[src/dsc_pkg.sv]
/*
 * Shared constants for the DMA service chain and auto-reload block:
 * register offsets, field positions, reset values and port numbering.
 * Assumes a 32-bit AXI4-Lite register bus with word-aligned registers.
 */
package dsc_pkg;

  localparam int NUM_CH = 6;
  localparam int NUM_PORTS = 4;
  localparam int NUM_REQ = 7;
  localparam int ID_W = 3;
  localparam int ADDR_W = 8;

  // Requester numbering along the chain; host sits after channel 5
  localparam logic [2:0] HOST_ID = 3'h6;

  // Port numbering
  localparam int PORT_DUAL_RAM = 0;
  localparam int PORT_SINGLE_RAM = 1;
  localparam int PORT_EXTERNAL = 2;
  localparam int PORT_PERIPH = 3;

  // Register byte offsets
  localparam logic [7:0] CH_CTRL_BASE = 8'h00;
  localparam logic [7:0] GLOBAL_CTRL_OFS = 8'h18;
  localparam logic [7:0] STATUS_OFS = 8'h1c;

  // channel_control fields
  localparam int CC_SYNC_EN_BIT = 5;
  localparam int CC_CHANNEL_PRIORITY_BIT = 6;
  localparam int CC_ENABLE_BIT = 7;
  localparam int CC_AUTO_BIT = 8;
  localparam int CC_REPEAT_BIT = 9;
  localparam int CC_END_OF_PROGRAMMING_FLAG_BIT = 11;
  localparam logic [15:0] CC_RESET = 16'h0000;
  localparam logic [15:0] CC_WMASK = 16'h0be0;

  // global_control fields
  localparam int GC_HOST_CHANNEL_PRIORITY_BIT = 0;
  localparam int GC_HOST_EXCL_BIT = 1;
  localparam logic [15:0] GC_RESET = 16'h0000;
  localparam logic [15:0] GC_WMASK = 16'h0003;

  localparam logic [1:0] RESP_OKAY = 2'b00;
  localparam logic [1:0] RESP_SLVERR = 2'b10;

  // Gray coded along stopped -> running -> waiting for programming
  typedef enum logic [1:0] {
    CH_IDLE = 2'b00,
    CH_RUN = 2'b01,
    CH_WAIT_PROG = 2'b11
  } dsc_ch_state_t;

endpackage

[src/dsc_top.sv]
/*
 * DMA service chain arbiter for four ports plus per-channel
 * auto-reload control, with an AXI4-Lite register slave.
 * Assumes channel request, port usage, block-done and element-done
 * inputs come from logic on the same clock.
 */
// Operation
// - Control bit 8 enables automatic channel reload between blocks.
// - Auto-reload off: channel stops after the current block ends.
// - Auto-reload on: reload context and start a new block.
// - Clearing enable halts the channel immediately.
// - Clearing auto-reload mid-block finishes the block, then stops.
// - Repeat bit set: reload after each block, ignoring end flag.
// - Repeat bit clear: wait for end-of-programming flag before reload.
// - After copying context, hardware clears the end-of-programming flag.
// - Host-exclusive clear: host shares both RAM ports and the external port with channels.
// - Host-exclusive set: no host external access, RAM ports host only.
// - Each port arbitrates six channels and host independently.
// - All four port chains use one shared configuration.
// - Low priority served only when no high priority request waits.
// - Reset puts all channels and host at low priority.
// - Chain order is channel 0 to 5, then host, repeating.
// - Serve current position if ready and no higher priority waits.
// - After reset each chain restarts at channel 0.
// - Enabled channel connected only while running, disabled skipped; reset disconnects all.
// - Peripheral port never grants the host.
// - Channel waiting on sync event raises no request.
// - Port considers channel only if channel uses that port.
// - Granted port stays with requester until element completes.
`timescale 1ns/1ps

module dsc_top
  import dsc_pkg::*;
(
  input wire logic aclk,
  input wire logic aresetn,
  // AXI4-Lite slave
  input wire logic [ADDR_W-1:0] s_axi_awaddr,
  input wire logic s_axi_awvalid,
  output logic s_axi_awready,
  input wire logic [31:0] s_axi_wdata,
  input wire logic [3:0] s_axi_wstrb,
  input wire logic s_axi_wvalid,
  output logic s_axi_wready,
  output logic [1:0] s_axi_bresp,
  output logic s_axi_bvalid,
  input wire logic s_axi_bready,
  input wire logic [ADDR_W-1:0] s_axi_araddr,
  input wire logic s_axi_arvalid,
  output logic s_axi_arready,
  output logic [31:0] s_axi_rdata,
  output logic [1:0] s_axi_rresp,
  output logic s_axi_rvalid,
  input wire logic s_axi_rready,
  // Channel side
  input wire logic [NUM_CH-1:0] ch_req,
  input wire logic [NUM_CH*NUM_PORTS-1:0] ch_port_use,
  input wire logic [NUM_CH-1:0] ch_sync_event,
  input wire logic [NUM_CH-1:0] ch_block_done,
  output logic [NUM_CH-1:0] ch_running,
  output logic [NUM_CH-1:0] ch_reload,
  // Host side
  input wire logic [NUM_PORTS-1:0] host_req,
  // Port side
  input wire logic [NUM_PORTS-1:0] port_elem_done,
  output logic [NUM_PORTS-1:0] port_grant_valid,
  output logic [NUM_PORTS*ID_W-1:0] port_grant_id
);

  ////////////////////////////////////////////////////////////////////////
  // Registers and state

  logic [15:0] ch_ctrl_r [NUM_CH];
  logic [15:0] glb_ctrl_r;
  dsc_ch_state_t ch_state_r [NUM_CH];
  logic [NUM_CH-1:0] sync_seen_r;
  logic [NUM_CH-1:0] reload_r;
  logic [NUM_CH-1:0] running_r;

  logic [2:0] ptr_r [NUM_PORTS];
  logic [NUM_PORTS-1:0] busy_r;
  logic [ID_W-1:0] owner_r [NUM_PORTS];

  logic [ADDR_W-1:0] aw_addr_r;
  logic aw_have_r;
  logic [31:0] w_data_r;
  logic [3:0] w_strb_r;
  logic w_have_r;
  logic awready_r, wready_r, bvalid_r, arready_r, rvalid_r;
  logic [1:0] bresp_r, rresp_r;
  logic [31:0] rdata_r;

  logic wr_fire;
  logic [NUM_CH-1:0] cc_wr_sel;
  logic gc_wr_sel;
  logic wr_mapped;
  logic [15:0] wr_val16;
  logic [15:0] wr_mask16;

  function automatic logic [7:0] word_ofs(input logic [ADDR_W-1:0] a);
    return {a[7:2], 2'b00};
  endfunction

  function automatic logic reg_mapped(input logic [ADDR_W-1:0] a);
    return word_ofs(a) <= STATUS_OFS;
  endfunction

  ////////////////////////////////////////////////////////////////////////
  // AXI4-Lite write path

  assign wr_fire = aw_have_r && w_have_r && !bvalid_r;
  assign wr_mapped = reg_mapped(aw_addr_r);
  assign wr_val16 = w_data_r[15:0];
  assign wr_mask16 = {{8{w_strb_r[1]}}, {8{w_strb_r[0]}}};
  assign gc_wr_sel = wr_fire && word_ofs(aw_addr_r) == GLOBAL_CTRL_OFS;

  always_comb begin
    for (int i = 0; i < NUM_CH; i++) begin
      cc_wr_sel[i] = wr_fire &&
        word_ofs(aw_addr_r) == CH_CTRL_BASE + 8'(4 * i);
    end
  end

  always_ff @(posedge aclk) begin
    if (!aresetn) begin
      aw_have_r <= 1'b0;
      aw_addr_r <= '0;
      awready_r <= 1'b0;
    end else if (s_axi_awvalid && awready_r) begin
      aw_have_r <= 1'b1;
      aw_addr_r <= s_axi_awaddr;
      awready_r <= 1'b0;
    end else if (wr_fire) begin
      aw_have_r <= 1'b0;
    end else begin
      awready_r <= !aw_have_r && !bvalid_r;
    end
  end

  always_ff @(posedge aclk) begin
    if (!aresetn) begin
      w_have_r <= 1'b0;
      w_data_r <= '0;
      w_strb_r <= '0;
      wready_r <= 1'b0;
    end else if (s_axi_wvalid && wready_r) begin
      w_have_r <= 1'b1;
      w_data_r <= s_axi_wdata;
      w_strb_r <= s_axi_wstrb;
      wready_r <= 1'b0;
    end else if (wr_fire) begin
      w_have_r <= 1'b0;
    end else begin
      wready_r <= !w_have_r && !bvalid_r;
    end
  end

  always_ff @(posedge aclk) begin
    if (!aresetn) begin
      bvalid_r <= 1'b0;
      bresp_r <= RESP_OKAY;
    end else if (wr_fire) begin
      bvalid_r <= 1'b1;
      bresp_r <= wr_mapped ? RESP_OKAY : RESP_SLVERR;
    end else if (s_axi_bready) begin
      bvalid_r <= 1'b0;
    end
  end

  ////////////////////////////////////////////////////////////////////////
  // AXI4-Lite read path

  always_ff @(posedge aclk) begin
    if (!aresetn) begin
      arready_r <= 1'b0;
      rvalid_r <= 1'b0;
      rdata_r <= '0;
      rresp_r <= RESP_OKAY;
    end else if (s_axi_arvalid && arready_r) begin
      arready_r <= 1'b0;
      rvalid_r <= 1'b1;
      rresp_r <= reg_mapped(s_axi_araddr) ? RESP_OKAY : RESP_SLVERR;
      rdata_r <= '0;
      if (word_ofs(s_axi_araddr) == GLOBAL_CTRL_OFS) begin
        rdata_r[15:0] <= glb_ctrl_r;
      end else if (word_ofs(s_axi_araddr) == STATUS_OFS) begin
        // Active (not idle) flags low, waiting-for-programming flags above
        for (int i = 0; i < NUM_CH; i++) begin
          rdata_r[i] <= ch_state_r[i] != CH_IDLE;
          rdata_r[8 + i] <= ch_state_r[i] == CH_WAIT_PROG;
        end
        rdata_r[19:16] <= busy_r;
      end else begin
        for (int i = 0; i < NUM_CH; i++) begin
          if (word_ofs(s_axi_araddr) == CH_CTRL_BASE + 8'(4 * i)) begin
            rdata_r[15:0] <= ch_ctrl_r[i];
          end
        end
      end
    end else if (rvalid_r) begin
      if (s_axi_rready) begin
        rvalid_r <= 1'b0;
      end
    end else begin
      arready_r <= 1'b1;
    end
  end

  ////////////////////////////////////////////////////////////////////////
  // Configuration registers

  always_ff @(posedge aclk) begin
    if (!aresetn) begin
      glb_ctrl_r <= GC_RESET;
    end else if (gc_wr_sel) begin
      glb_ctrl_r <= (glb_ctrl_r & ~(wr_mask16 & GC_WMASK)) |
        (wr_val16 & wr_mask16 & GC_WMASK);
    end
  end

  // End flag: a software write of 1 wins over the hardware clear
  always_ff @(posedge aclk) begin
    if (!aresetn) begin
      for (int i = 0; i < NUM_CH; i++) begin
        ch_ctrl_r[i] <= CC_RESET;
      end
    end else begin
      for (int i = 0; i < NUM_CH; i++) begin
        if (cc_wr_sel[i]) begin
          ch_ctrl_r[i] <= (ch_ctrl_r[i] & ~(wr_mask16 & CC_WMASK)) |
            (wr_val16 & wr_mask16 & CC_WMASK);
          if (reload_r[i] && !(wr_mask16[CC_END_OF_PROGRAMMING_FLAG_BIT] &&
              wr_val16[CC_END_OF_PROGRAMMING_FLAG_BIT])) begin
            ch_ctrl_r[i][CC_END_OF_PROGRAMMING_FLAG_BIT] <= 1'b0;
          end
        end else if (reload_r[i]) begin
          ch_ctrl_r[i][CC_END_OF_PROGRAMMING_FLAG_BIT] <= 1'b0;
        end
      end
    end
  end

  ////////////////////////////////////////////////////////////////////////
  // Channel block sequencing

  always_ff @(posedge aclk) begin
    if (!aresetn) begin
      for (int i = 0; i < NUM_CH; i++) begin
        ch_state_r[i] <= CH_IDLE;
      end
      reload_r <= '0;
    end else begin
      for (int i = 0; i < NUM_CH; i++) begin
        reload_r[i] <= 1'b0;
        if (!ch_ctrl_r[i][CC_ENABLE_BIT]) begin
          ch_state_r[i] <= CH_IDLE;
        end else begin
          unique case (ch_state_r[i])
            CH_IDLE: begin
              // Left only by a write of enable = 1, below
            end
            CH_RUN: begin
              if (ch_block_done[i]) begin
                if (!ch_ctrl_r[i][CC_AUTO_BIT]) begin
                  ch_state_r[i] <= CH_IDLE;
                end else if (ch_ctrl_r[i][CC_REPEAT_BIT]) begin
                  reload_r[i] <= 1'b1;
                end else if (ch_ctrl_r[i][CC_END_OF_PROGRAMMING_FLAG_BIT]) begin
                  reload_r[i] <= 1'b1;
                end else begin
                  ch_state_r[i] <= CH_WAIT_PROG;
                end
              end
            end
            CH_WAIT_PROG: begin
              if (!ch_ctrl_r[i][CC_AUTO_BIT]) begin
                ch_state_r[i] <= CH_IDLE;
              end else if (ch_ctrl_r[i][CC_REPEAT_BIT] ||
                  ch_ctrl_r[i][CC_END_OF_PROGRAMMING_FLAG_BIT]) begin
                reload_r[i] <= 1'b1;
                ch_state_r[i] <= CH_RUN;
              end
            end
            default: begin
              ch_state_r[i] <= CH_IDLE;
            end
          endcase
        end
        // Outside the enable test: the old enable is still 0 on a start
        if (cc_wr_sel[i] && wr_mask16[CC_ENABLE_BIT] &&
            wr_val16[CC_ENABLE_BIT] && (ch_state_r[i] == CH_IDLE ||
            !ch_ctrl_r[i][CC_ENABLE_BIT])) begin
          ch_state_r[i] <= CH_RUN;
          reload_r[i] <= 1'b1;
        end
      end
    end
  end

  always_ff @(posedge aclk) begin
    if (!aresetn) begin
      running_r <= '0;
    end else begin
      for (int i = 0; i < NUM_CH; i++) begin
        running_r[i] <= ch_state_r[i] == CH_RUN &&
          ch_ctrl_r[i][CC_ENABLE_BIT];
      end
    end
  end

  // Sync event is held until the next context reload
  always_ff @(posedge aclk) begin
    if (!aresetn) begin
      sync_seen_r <= '0;
    end else begin
      for (int i = 0; i < NUM_CH; i++) begin
        if (ch_sync_event[i]) begin
          sync_seen_r[i] <= 1'b1;
        end else if (reload_r[i]) begin
          sync_seen_r[i] <= 1'b0;
        end
      end
    end
  end

  ////////////////////////////////////////////////////////////////////////
  // Service chains, one per port, sharing one configuration

  function automatic logic [NUM_REQ-1:0] ready_set(input int p);
    logic [NUM_REQ-1:0] r;
    logic excl;
    r = '0;
    excl = glb_ctrl_r[GC_HOST_EXCL_BIT];
    for (int i = 0; i < NUM_CH; i++) begin
      r[i] = ch_req[i] && running_r[i] &&
        (!ch_ctrl_r[i][CC_SYNC_EN_BIT] || sync_seen_r[i]) &&
        ch_port_use[i * NUM_PORTS + p];
      if (excl && (p == PORT_DUAL_RAM || p == PORT_SINGLE_RAM)) begin
        r[i] = 1'b0;
      end
    end
    r[NUM_REQ-1] = host_req[p] && p != PORT_PERIPH &&
      !(excl && p == PORT_EXTERNAL);
    return r;
  endfunction

  function automatic logic [NUM_REQ-1:0] channel_priority_set();
    logic [NUM_REQ-1:0] h;
    for (int i = 0; i < NUM_CH; i++) begin
      h[i] = ch_ctrl_r[i][CC_CHANNEL_PRIORITY_BIT];
    end
    h[NUM_REQ-1] = glb_ctrl_r[GC_HOST_CHANNEL_PRIORITY_BIT];
    return h;
  endfunction

  always_ff @(posedge aclk) begin
    if (!aresetn) begin
      for (int p = 0; p < NUM_PORTS; p++) begin
        ptr_r[p] <= 3'h0;
        owner_r[p] <= '0;
      end
      busy_r <= '0;
    end else begin
      for (int p = 0; p < NUM_PORTS; p++) begin
        logic [NUM_REQ-1:0] rdy;
        logic [NUM_REQ-1:0] hi;
        logic hi_pend;
        rdy = ready_set(p);
        hi = channel_priority_set();
        hi_pend = |(rdy & hi);
        if (busy_r[p]) begin
          if (port_elem_done[p]) begin
            busy_r[p] <= 1'b0;
          end
        end else begin
          if (rdy[ptr_r[p]] && (hi[ptr_r[p]] || !hi_pend)) begin
            busy_r[p] <= 1'b1;
            owner_r[p] <= ptr_r[p];
          end
          ptr_r[p] <= ptr_r[p] == HOST_ID ? 3'h0 : ptr_r[p] + 3'h1;
        end
      end
    end
  end

  ////////////////////////////////////////////////////////////////////////
  // Outputs

  always_comb begin
    for (int p = 0; p < NUM_PORTS; p++) begin
      port_grant_id[p*ID_W +: ID_W] = owner_r[p];
    end
  end

  assign port_grant_valid = busy_r;
  assign ch_running = running_r;
  assign ch_reload = reload_r;
  assign s_axi_awready = awready_r;
  assign s_axi_wready = wready_r;
  assign s_axi_bvalid = bvalid_r;
  assign s_axi_bresp = bresp_r;
  assign s_axi_arready = arready_r;
  assign s_axi_rvalid = rvalid_r;
  assign s_axi_rdata = rdata_r;
  assign s_axi_rresp = rresp_r;

endmodule

[config.mk]
export PLATFORM = sky130hd
export DESIGN_NAME = dsc_top
export DESIGN_NICKNAME = d
export VERILOG_FILES = /design/src/dsc_pkg.sv /design/src/dsc_top.sv
export SDC_FILE = /design/constraint.sdc
export NUM_CORES = 1
export LEC_CHECK = 0
export BUFFER_PORTS_ARGS = -buffer_cell sky130_fd_sc_hd__clkbuf_2
export CAP_MARGIN = 20
export CORE_ASPECT_RATIO = 1.5
export CORE_UTILIZATION = 45
export DETAILED_ROUTE_END_ITERATION = 10
export PLACE_DENSITY = 0.8
export SYNTH_ARGS = -nofsm -noshare
export SYNTH_HDL_FRONTEND = slang
export SYNTH_SLANG_ARGS = --single-unit
[constraint.sdc]
create_clock -name aclk -period 4.1 [get_ports aclk]
set_input_delay 0.205 -clock aclk [delete_from_list [all_inputs] [get_ports aclk]]
set_output_delay 0.205 -clock aclk [all_outputs]
set_load 0.1 [all_outputs]
======== After elaboration in Yosys (flattened, before gate mapping) ========
Memories as Yosys holds them, arrays and structs flattened.
Index checks and enable logic that the tools add are counted.
operators by class
  equality and inequality tests ........... 29
  bitwise gates (word level) .............. 90
  magnitude comparators ................... 6
  reductions and logical operators ........ 165
  multiplexer cells ....................... 496
  add/subtract/negate cells ............... 4
operators with widths
  kind                                                                          count
  1-bit 2-to-1 mux                                                              407
  16-bit 2-to-1 mux                                                             13
  16-bit AND                                                                    7
  16-bit by 12-bit OR with 16-bit output                                        6
  2-bit 2-to-1 mux                                                              46
  1-bit logical AND                                                             86
  1-bit OR                                                                      68
  6-bit by 3-bit == test with 1-bit output, second input constant               7
  3-bit 2-to-1 mux                                                              12
  2-bit nonzero test                                                            15
  7-bit OR reduction                                                            4
  1-bit binary-select mux with 3-bit select                                     8
  6-bit by 2-bit == test with 1-bit output, second input constant               4
  1-bit logical OR                                                              22
  7-bit AND                                                                     3
  1-bit logical NOT                                                             21
  3-bit OR reduction                                                            6
  8-bit by 5-bit <= comparator with 1-bit output, second input constant         2
  3-bit by 4-bit less-than comparator with 1-bit output, second input constant  4
  12-bit inverter with 16-bit output                                            1
  2-bit inverter with 16-bit output                                             1
  16-bit by 2-bit OR with 16-bit output                                         1
  3-bit by 1-bit adder with 3-bit output, second input constant                 4
  12-bit AND                                                                    1
  12 further kinds                                                              41
storage, ports and cells
  register bits after elaboration ......... 91
  memories kept ........................... 4
  input port bits ......................... 109
  output and inout bits ................... 69
  bits in writable memories ............... 132
memory list
  name        words  width  read ports  clocked after Yosys merged registers in  wr ports  RTL line       source
  ch_ctrl_r   6      16     6           0                                        6         dsc_top.sv:73  logic [15:0] ch_ctrl_r [NUM_CH];
  ch_state_r  6      2      6           0                                        6         dsc_top.sv:75  dsc_ch_state_t ch_state_r [NUM_CH];
  owner_r     4      3      4           0                                        4         dsc_top.sv:82  logic [ID_W-1:0] owner_r [NUM_PORTS];
  ptr_r       4      3      4           0                                        4         dsc_top.sv:80  logic [2:0] ptr_r [NUM_PORTS];

======== Longest topological paths before layout ========
Gate-level depths: netlist of the first run.
An unclocked memory read counts as a cell.
  depth after elaboration ................. 17
  depth in mapped cells ................... 6
  mapped depth without buffers ............ 5

======== Worst setup path after synthesis of the first run ========
OpenSTA, ideal clock, no wires.
  path type ............................... register to register
  start point ............................. reg running_r[3], in the netlist ch_running[3]
  end point ............................... mem owner_r[0][0], enable pin
  clock period less this slack ............ 2626 ps
  setup slack ............................. 1474 ps
  data required time ...................... 3743 ps
  arrival time ............................ 2269 ps
  setup time .............................. 357 ps
  cell stages (with the launch flop) ...... 6
  buffers on the path ..................... 0
  cells stage by stage .................... dfxtp_1 nand2_1 o31ai_1 a31oi_1 or3_1 o31ai_1
RTL lines
  element                           RTL line        source
  start: declaration                dsc_top.sv:78   logic [NUM_CH-1:0] running_r;
  start signal: indexed assignment  dsc_top.sv:305  running_r[i] <= ch_state_r[i] == CH_RUN &&
  end: declaration                  dsc_top.sv:82

==> flow_metrics.env, run 1 <==
export IMPL_cp_top_family="compound AO/OA/AOI/OAI gates"
export IMPL_htree_levels=4
export IMPL_rsz0062_at_grt="no"
export IMPL_clock_sinks=139
export IMPL_clk_pin_slew_ps=60
export IMPL_grt_total_usage=0.251
export IMPL_power_frac_clock=0.330
export IMPL_place_congestion=0.914
export IMPL_swShare=0.369
export IMPL_start_kind="flip-flop"
export IMPL_areaGrowthSynthToFinish_pct=16.8
export IMPL_io_buffer_count=130
export IMPL_syn_area_per_cell_um2=9.38
export IMPL_slowest_stage="nor2b_1"
export IMPL_clk_latency_ps=420
export IMPL_critPathMaxStageDelay_ps=540
export IMPL_grt_pass1_wl_um=33500
export IMPL_hold_slack_ps=2.50
export IMPL_max_vdd_ir_drop_mv=0.483
export IMPL_vias=6933
export IMPL_drv_cap=0
export IMPL_setup_violations=0
export IMPL_cts_buffers=17
export IMPL_setup_worst_path_class="reg2reg"
export IMPL_cp_max_fo=8
export IMPL_overflow=0
export IMPL_power_leakage_nw=3.43
export IMPL_fin_crit_sh=0.614
export IMPL_drc=0
export IMPL_routed_via_density=6.05
export IMPL_endpoint_kind="flip-flop"
export IMPL_slew_violations=0
export IMPL_ys_seq_area_frac=0.458
export IMPL_core_um2=16700
export IMPL_total_power_mw=4.63
export IMPL_ant_nets=0
export IMPL_synth_edf_count=72
export IMPL_post_cts_buffers=0
export IMPL_finalNetCount=1040
export IMPL_cp_arrival_ps=2590
export IMPL_yosysWarnings=0
export IMPL_die_h_um=162
export IMPL_ys_top_cells_by_area="edfxtp_1, dfxtp_1, nand2_1"
export IMPL_worst_pin_slew_ps=1060
export IMPL_dp_hpwl_um=15600
export IMPL_drt_iter0_drc=754
export IMPL_hp_class="in2reg"
export IMPL_outcome="finished clean"
export IMPL_synth_top_area_share=0.283
export IMPL_clock_skew_ps=8.02
export IMPL_synth_flop_cell="edfxtp_1"
export IMPL_die_area_um2=17500
export IMPL_ys_async_sr_fraction=0
export IMPL_required_ps=4170
export IMPL_totalNegativeSetupSlack_ps=0
export IMPL_wl_per_cell_um=18.7
export IMPL_p_sw_mw=1.71
export IMPL_fp_dieW_um=108
export IMPL_postCtsHoldBufs=4
export IMPL_postSynthRegisterBits=139
export IMPL_cp_num_buf_inv=0
export IMPL_p_comb_frac=0.263
export IMPL_layout_min_cycle_time_ps=2520
export IMPL_max_freq_mhz=397
export IMPL_cp_cell_sequence="nor2b_1 > nor3_1 > a221oi_1 > a41oi_1 > o31ai_1"
export IMPL_dp_slack_ps=1650
export IMPL_cts_resized=0
export IMPL_fp_row_count=58
export IMPL_postSynthCellCount=816
export IMPL_root_buffer="clkbuf_16"
export IMPL_grt_antenna_before_repair=0
export IMPL_grt_max_degree=34
export IMPL_p_per_area_nw_per_um2=518
export IMPL_insertedDiodeCount=0
export IMPL_clockBufferDepth=2
export IMPL_timing_slew_headroom=0.289
export IMPL_io_pins=178
export IMPL_synth_top_area_cell="edfxtp_1"
export IMPL_wirelength_um=21500
export IMPL_synthesis_area_um2=7650
export IMPL_ys_types=64
export IMPL_cts_tree="yes"
export IMPL_p_int_mw=2.93
export IMPL_hold_viol=0
export IMPL_first_pass_iters=6
export IMPL_fin_ws_ps=1580
export IMPL_grt_pass1_vias=6675
export IMPL_power_frac_seq=0.407
export IMPL_start_util=0.458
export IMPL_drive_above_1_share=0.216
## final timing paths
| check | start | to | slack (ps) | depth (start not counted) |
|---|---|---|---|---|
| setup / recovery | ch_ctrl_r[2][5] | owner_r[2][1] | 1580 | 5 |
| hold / removal | ch_sync_event[2] | sync_seen_r[2] | 3 | 2 |
| setup reg to reg | ch_ctrl_r[2][5] | owner_r[2][1] | 1580 | 5 |
| hold reg to reg | aw_addr_r[7] | aw_addr_r[7] | 460 | 2 |
## sequential cells by signal (all words and copies together) (netlist names), 8 cells and up, named ones only
name	flops
owner_r	12
ch_ctrl_r	36
ptr_r	12
s_axi_rdata	18
w_data_r	8
ch_state_r	12
## logic make-up after synthesis
group / Yosys count / synth area share
adder cells (fa/ha/maj): 8 / 0.0131
AO/OA/AOI/OAI: 207 / 0.182
multiplexers: 23 / 0.0440
other: 1 / 0.000490
buffers and inverters: 78 / 0.0518
AND/OR/NAND/NOR: 360 / 0.250
flip-flops: 139 / 0.458
## cell type report
class,instances,area [um2]
clock inverter,9,80.1
sequential,139,3500
inverter,13,48.8
fill,1508,7750
tap,210,263
timing repair buffer,138,723
multi-input combinational,614,3810
clock buffer,23,510
## cell usage in the layout (no fill, tap or decap), types with 18 or more instances in the layout
master | Yosys | final
clkbuf_2 | 0 | 130
dfxtp_1 | 67 | 67
a21oi_1 | 50 | 50
edfxtp_1 | 72 | 72
nor2b_1 | 19 | 19
nand2_1 | 103 | 103
clkbuf_16 | 0 | 19
nor3_1 | 24 | 24
nand3_1 | 37 | 37
nand2b_1 | 50 | 50
o21ai_0 | 36 | 36
a21boi_0 | 32 | 32
nand4_1 | 18 | 18
nor2_1 | 38 | 38
## layer usage
layer  vias up  wire length [um]  GRT usage
met3        86              1800     0.0474
met4         0              1220      0.162
met2       424             10700      0.434
met1      3228              7740      0.277
li1       3195                 -          -
met5         -                 0          0
## Yosys cell counts, drive strengths merged (7+ instances only)
library cell	instances
a21boi	32
a21oi	50
a221oi	7
a31oi	12
and2	8
and3	11
buf	36
clkbuf	29
dfxtp	67
edfxtp	72
ha	8
inv	13
mux2i	10
mux4	8
nand2	103
nand2b	50
nand3	37
nand4	18
nor2	38
nor2b	19
nor3	25
nor3b	7
o21a	8
o21ai	36
o22ai	8
or2	8
## metrics by stage
stage                      util  instance area [um2]  cells
after global routing      0.535                 8940   1146
after CTS                 0.535                 8930   1145
after global placement    0.497                 8300   1109
after floorplan               -                 7710    831
after detailed placement  0.497                 8300   1109
final                     0.535                 8940   1146
## power groups by stage
stage	sequential, mW	clock, mW	combinational, mW
floorplan	2.19	0	0.688
global placement	1.90	0	1.19
detailed placement	1.91	0	1.21
CTS	1.88	1.54	1.22
global route	1.91	1.59	1.30
finish	1.88	1.53	1.22
Power figures use the tool's default switching activity.
==> run 2, diff against run 1 <==
--- a/config.mk
+++ b/config.mk
@@ -5,12 +5,13 @@
 export SDC_FILE = /design/constraint.sdc
 export NUM_CORES = 1
 export LEC_CHECK = 0
+export ABC_AREA = 1
 export BUFFER_PORTS_ARGS = -buffer_cell sky130_fd_sc_hd__clkbuf_2
 export CAP_MARGIN = 20
 export CORE_ASPECT_RATIO = 1.5
 export CORE_UTILIZATION = 45
 export DETAILED_ROUTE_END_ITERATION = 10
-export PLACE_DENSITY = 0.8
+export PLACE_DENSITY = 0.83
 export SYNTH_ARGS = -nofsm -noshare
 export SYNTH_HDL_FRONTEND = slang
 export SYNTH_SLANG_ARGS = --single-unit
==> constraint.sdc (replaced) <==
create_clock -name aclk -period 2.3 [get_ports aclk]
set_input_delay 0.115 -clock aclk [delete_from_list [all_inputs] [get_ports aclk]]
set_output_delay 0.115 -clock aclk [all_outputs]
set_load 0.1 [all_outputs]
==> flow_metrics.env, run 2 <==
export IMPL_outcome="finished clean"
export IMPL_vias=7590
export IMPL_fin_util=0.564
export IMPL_worst_pin_slew_ps=647
export IMPL_cts_resized=0
export IMPL_highest_layer="met4"
export IMPL_start_util=0.461
export IMPL_slew_violations=0
export IMPL_synth_common_cells="nand2_1, nor2_1, nand3_1, inv_1, a21oi_1"
export IMPL_grt_pass1_wl_um=34600
export IMPL_areaGrowthSynthToFinish_pct=22.3
export IMPL_dp_slack_ps=342
export IMPL_endpoint_kind="flip-flop"
export IMPL_final_common_cell="nand2_1"
export IMPL_syn_area_per_cell_um2=7.62
export IMPL_clk_latency_ps=420
export IMPL_hold_viol=0
export IMPL_yosysWarnings=0
export IMPL_grt_antenna_before_repair=0
export IMPL_cts_buffers=17
export IMPL_max_vdd_ir_drop_mv=1.06
export IMPL_cts_tree="yes"
export IMPL_place_congestion=0.932
export IMPL_setup_violations=0
export IMPL_dp_hpwl_um=16400
export IMPL_start_kind="flip-flop"
export IMPL_drive_above_1_share=0.174
export IMPL_ys_top_cells_by_area="edfxtp_1, dfxtp_1, nand2_1"
export IMPL_ant_nets=0
export IMPL_clock_sinks=139
export IMPL_multi_input_area_um2=3380
export IMPL_fin_crit_sh=0.863
export IMPL_layout_common_cells="nand2_1, nor2_1, clkbuf_2, nand3_1, inv_1"
export IMPL_grt_total_usage=0.261
export IMPL_synth_top_area_share=0.290
export IMPL_required_ps=2430
export IMPL_wirelength_um=21800
export IMPL_r2r_cells=6
export IMPL_hold_slack_ps=10.4
export IMPL_fp_row_count=57
export IMPL_overflow=0
export IMPL_drv_cap=0
export IMPL_synthMostInstantiatedCell="nand2_1"
export IMPL_total_power_mw=8.18
export IMPL_clock_skew_ps=6.79
export IMPL_timing_slew_headroom=0.566
export IMPL_root_buffer="clkbuf_16"
export IMPL_fin_ws_ps=316
export IMPL_setup_worst_path_class="reg2reg"
export IMPL_crit_start="w_have_r"
export IMPL_insertedDiodeCount=0
export IMPL_largest_reg_flops=36
export IMPL_worstReg2RegStart="w_have_r"
export IMPL_wl_per_cell_um=16.0
export IMPL_power_leakage_nw=4.04
export IMPL_io_pins=178
export IMPL_finalNetCount=1260
export IMPL_totalNegativeSetupSlack_ps=0
export IMPL_core_um2=16200
export IMPL_htree_levels=4
export IMPL_hp_class="in2reg"
export IMPL_die_h_um=160
export IMPL_nFillCells=1440
export IMPL_clockBufferDepth=2
export IMPL_drt_iter0_drc=714
export IMPL_setup_worst_path_end="ch_state_r[2][0]"
export IMPL_grt_pass1_vias=7117
export IMPL_io_buffer_count=130
export IMPL_dp_cells=1299
export IMPL_fp_dieW_um=107
export IMPL_wl_met2_um=11000
export IMPL_clk_pin_slew_ps=60
export IMPL_drc=0
export IMPL_rrSetupSlack_ps=320
export IMPL_regArea_um2=3500
export IMPL_die_area_um2=17100
export IMPL_layout_min_cycle_time_ps=1980
export IMPL_synth_edf_count=72
export IMPL_rsz0062_at_grt="no"
export IMPL_top_register="ch_ctrl_r"
export IMPL_reg2reg_to="ch_state_r[2][0]"
export IMPL_routed_via_density=5.57
export IMPL_max_freq_mhz=504
export IMPL_cp_max_fo=7
export IMPL_grt_max_degree=20
export IMPL_postSynthRegisterBits=139
export IMPL_ys_seq_area_frac=0.469
export IMPL_place_area_um2=8260
export IMPL_cp_arrival_ps=2110
export IMPL_p_per_area_nw_per_um2=896
export IMPL_synth_flop_cell="edfxtp_1"
export IMPL_postSynthCellCount=979
export IMPL_final_cells=1362
export IMPL_synthesis_area_um2=7460
export IMPL_fin_area_um2=9130
export IMPL_ys_async_sr_fraction=0
export IMPL_first_pass_iters=7
export IMPL_ys_types=45
export IMPL_wl_met1_um=7670
export IMPL_synth_top_area_cell="edfxtp_1"
export IMPL_wl_met3_um=2100
[run 2: layout make-up]
cell class                      count  share of cell area
Multi-Input combinational cell    711               0.370
Timing Repair Buffer              174               0.116
Sequential cell                   139               0.384
Tap cell                          206              0.0282
Clock buffer                       18              0.0481
Clock inverter                     14              0.0132
Inverter                          100              0.0411
[run 2: worst min path at each step]
stage | startpoint | endpoint | slack (ps) | cells after the start
after CTS | ch_block_done[0] | ch_reload[0] | 5 | 3
after global placement | s_axi_rready | s_axi_rvalid | 310 | 2
final | ch_block_done[0] | ch_reload[0] | 10 | 3
after detailed placement | s_axi_rready | s_axi_rvalid | 320 | 2
after global routing | ch_block_done[0] | ch_reload[0] | 20 | 3
after floorplan | s_axi_rready | s_axi_rvalid | 220 | 1
[run 2: what timing repair did]
action	in CTS	in global routing
setup buffers	0	0
hold buffers	31	0
endpoints found under the hold margin	31	0
[run 2: per-layer routing]
metal / vias to the layer above / global-route usage
li1: 3592 / -
met1: 3457 / 0.293
met2: 453 / 0.454
met3: 88 / 0.0498
met4: 0 / 0.148
met5: - / 0
[run 2: logic make-up after synthesis]
family,share of synthesized area
adders and majority gates,0.0134
and+or+nand+nor,0.296
other,0.000502
AOI/OAI and AO/OA,0.131
xor gates and xnor gates,0.00469
buffers and inverters,0.0857
DFF,0.469
[run 2: critical path: stages (launching register included)]
cell and delay [ps]:
dfxtp_1 380, inv_2 70, nor3_4 360, nand4_1 310
nor2_1 230, nand3_1 160, nand4_1 180
[run 2: power by group]
group,total [mW],internal [mW],switching [mW],leakage (nW)
sequential,3.24,2.93,0.303,1.32
clock,2.59,1.51,1.08,0.262
combinational,2.35,0.523,1.83,2.46
==> run 3, diff against run 2 <==
--- a/config.mk
+++ b/config.mk
@@ -8,10 +8,12 @@
 export ABC_AREA = 1
 export BUFFER_PORTS_ARGS = -buffer_cell sky130_fd_sc_hd__clkbuf_2
 export CAP_MARGIN = 20
+export CELL_PAD_IN_SITES_DETAIL_PLACEMENT = 0
+export CELL_PAD_IN_SITES_GLOBAL_PLACEMENT = 1
 export CORE_ASPECT_RATIO = 1.5
-export CORE_UTILIZATION = 45
+export CORE_UTILIZATION = 35
 export DETAILED_ROUTE_END_ITERATION = 10
-export PLACE_DENSITY = 0.83
+export PLACE_DENSITY = 0.87
 export SYNTH_ARGS = -nofsm -noshare
 export SYNTH_HDL_FRONTEND = slang
 export SYNTH_SLANG_ARGS = --single-unit
==> flow_metrics.env, run 3 (synthesis gave the netlist of run 2 again) <==
export IMPL_min_from="s_axi_araddr[6]"
export IMPL_fp_dieW_um=121
export IMPL_core_um2=21000
export IMPL_grt_antenna_before_repair=2
export IMPL_die_area_um2=21900
export IMPL_place_area_um2=8380
export IMPL_power_leakage_nw=4.10
export IMPL_largest_reg_flops=36
export IMPL_cts_resized=0
export IMPL_hold_slack_ps=5.45
export IMPL_layout_min_cycle_time_ps=1910
export IMPL_root_buffer="clkbuf_16"
export IMPL_io_pins=178
export IMPL_drive_above_1_share=0.178
export IMPL_io_buffer_count=130
export IMPL_finalNetCount=1265
export IMPL_max_freq_mhz=523
export IMPL_power_frac_seq=0.382
export IMPL_p_per_area_nw_per_um2=909
export IMPL_rrSetupSlack_ps=390
export IMPL_p_sw_mw=3.36
export IMPL_grt_pass1_vias=7074
export IMPL_regArea_um2=3500
export IMPL_wirelength_um=23300
export IMPL_insertedDiodeCount=0
export IMPL_slew_violations=0
export IMPL_drt_iter0_drc=625
export IMPL_final_cells=1429
export IMPL_clk_pin_slew_ps=60
export IMPL_htree_levels=4
export IMPL_worstReg2RegStart="aw_addr_r[6]"
export IMPL_layout_common_cells="nand2_1, nor2_1, clkbuf_2, nand3_1, inv_1"
export IMPL_fin_crit_sh=0.831
export IMPL_cp_max_fo=4
export IMPL_grt_total_usage=0.219
export IMPL_r2r_cells=7
export IMPL_hold_viol=0
export IMPL_setup_worst_path_class="reg2reg"
export IMPL_clk_latency_ps=430
export IMPL_max_vdd_ir_drop_mv=0.487
export IMPL_swShare=0.397
export IMPL_hold_path_endpoint="s_axi_rresp[1]"
export IMPL_hp_class="in2reg"
export IMPL_fin_util=0.444
export IMPL_rsz0062_at_grt="no"
export IMPL_first_pass_iters=5
export IMPL_clockBufferDepth=2
export IMPL_p_int_mw=5.11
export IMPL_cp_arrival_ps=2040
export IMPL_start_kind="flip-flop"
export IMPL_drc=0
export IMPL_clock_sinks=139
export IMPL_grt_max_degree=28
export IMPL_endpoint_kind="flip-flop"
export IMPL_final_common_cell="nand2_1"
export IMPL_place_congestion=0.935
export IMPL_top_register="ch_ctrl_r"
export IMPL_required_ps=2430
export IMPL_start_util=0.356
export IMPL_wl_per_cell_um=16.3
export IMPL_outcome="finished clean"
export IMPL_vias=7315
export IMPL_cts_tree="yes"
export IMPL_fin_area_um2=9310
export IMPL_dp_cells=1365
export IMPL_grt_pass1_wl_um=36200
export IMPL_timing_slew_headroom=0.587
export IMPL_clock_skew_ps=8.51
export IMPL_dp_hpwl_um=17900
export IMPL_die_h_um=181
export IMPL_whs_path_depth=3
export IMPL_worst_pin_slew_ps=616
export IMPL_nFillCells=2139
export IMPL_routed_via_density=5.12
export IMPL_power_frac_clock=0.337
export IMPL_areaGrowthSynthToFinish_pct=24.7
export IMPL_totalNegativeSetupSlack_ps=0
export IMPL_ant_nets=0
export IMPL_reg2reg_to="ch_state_r[2][1]"
export IMPL_overflow=0
export IMPL_p_comb_frac=0.281
export IMPL_fp_row_count=65
export IMPL_multi_input_area_um2=3380
export IMPL_cts_buffers=17
export IMPL_drv_cap=0
export IMPL_setup_violations=0
==> run 3: changes by cell type in the layout (fill, tap and decap cells not counted), sizes merged <==
cell / delta
bufinv: +1
clkinv: -2
clkinvlp: -3
inv: +5
dlygate4sd3: +1
clkbuf: -1
buf: +4
==> run 3: final cells by class <==
class	instances	share of cell area
Inverter	100	0.0403
Tap cell	268	0.0360
Timing Repair Buffer	179	0.119
Clock inverter	15	0.0196
Clock buffer	17	0.0457
Sequential cell	139	0.376
Multi-Input combinational cell	711	0.363
==> run 3: power groups by stage <==
stage,combinational (mW),clock [mW],sequential (mW)
floorplan,1.04,0,4.09
global placement,2.32,0,3.28
detailed placement,2.34,0,3.29
CTS,2.39,2.89,3.23
global route,2.57,2.98,3.28
finish,2.38,2.85,3.23
==> run 3: through the flow <==
step                      setup slack [ps]  total power [mW]
after floorplan                        120              5.13
final                                  390              8.46
after CTS                              385              8.51
after global placement                 448              5.60
after global routing                   245              8.84
after detailed placement               414              5.63
==> run 3: critical path: stages (launching register included) <==
cell	delay (ps)
dfxtp_1	310
nor2_1	140
nand2_1	130
nor2_4	170
nand4_1	280
nor2_1	250
nand3_1	160
nand4_1	180
==> run 3: worst max path at each step <==
stage	start	to	depth (start not counted)
3_3_place_gp	aw_addr_r[6]	ch_state_r[2][1]	7
2_1_floorplan	ch_running[4]	owner_r[3][0]	10
5_1_grt	aw_addr_r[6]	ch_state_r[2][0]	7
6_report	aw_addr_r[6]	ch_state_r[2][1]	7
3_5_place_dp	aw_addr_r[6]	ch_state_r[2][0]	7
4_1_cts	aw_addr_r[6]	ch_state_r[2][1]	7
==> run 3: routing by layer <==
metal,up-vias,part of all wire,track usage
met2,329,0.52,0.396
met3,68,0.065,0.0414
met4,4,0.049,0.127
li1,3607,-,-
met5,-,0.00086,0
met1,3307,0.37,0.231
==> run 3: repair_timing <==
item                                   in CTS  in global routing
setup buffers                               0                  0
endpoints found under the hold margin      32                  0
hold buffers                               32                  0
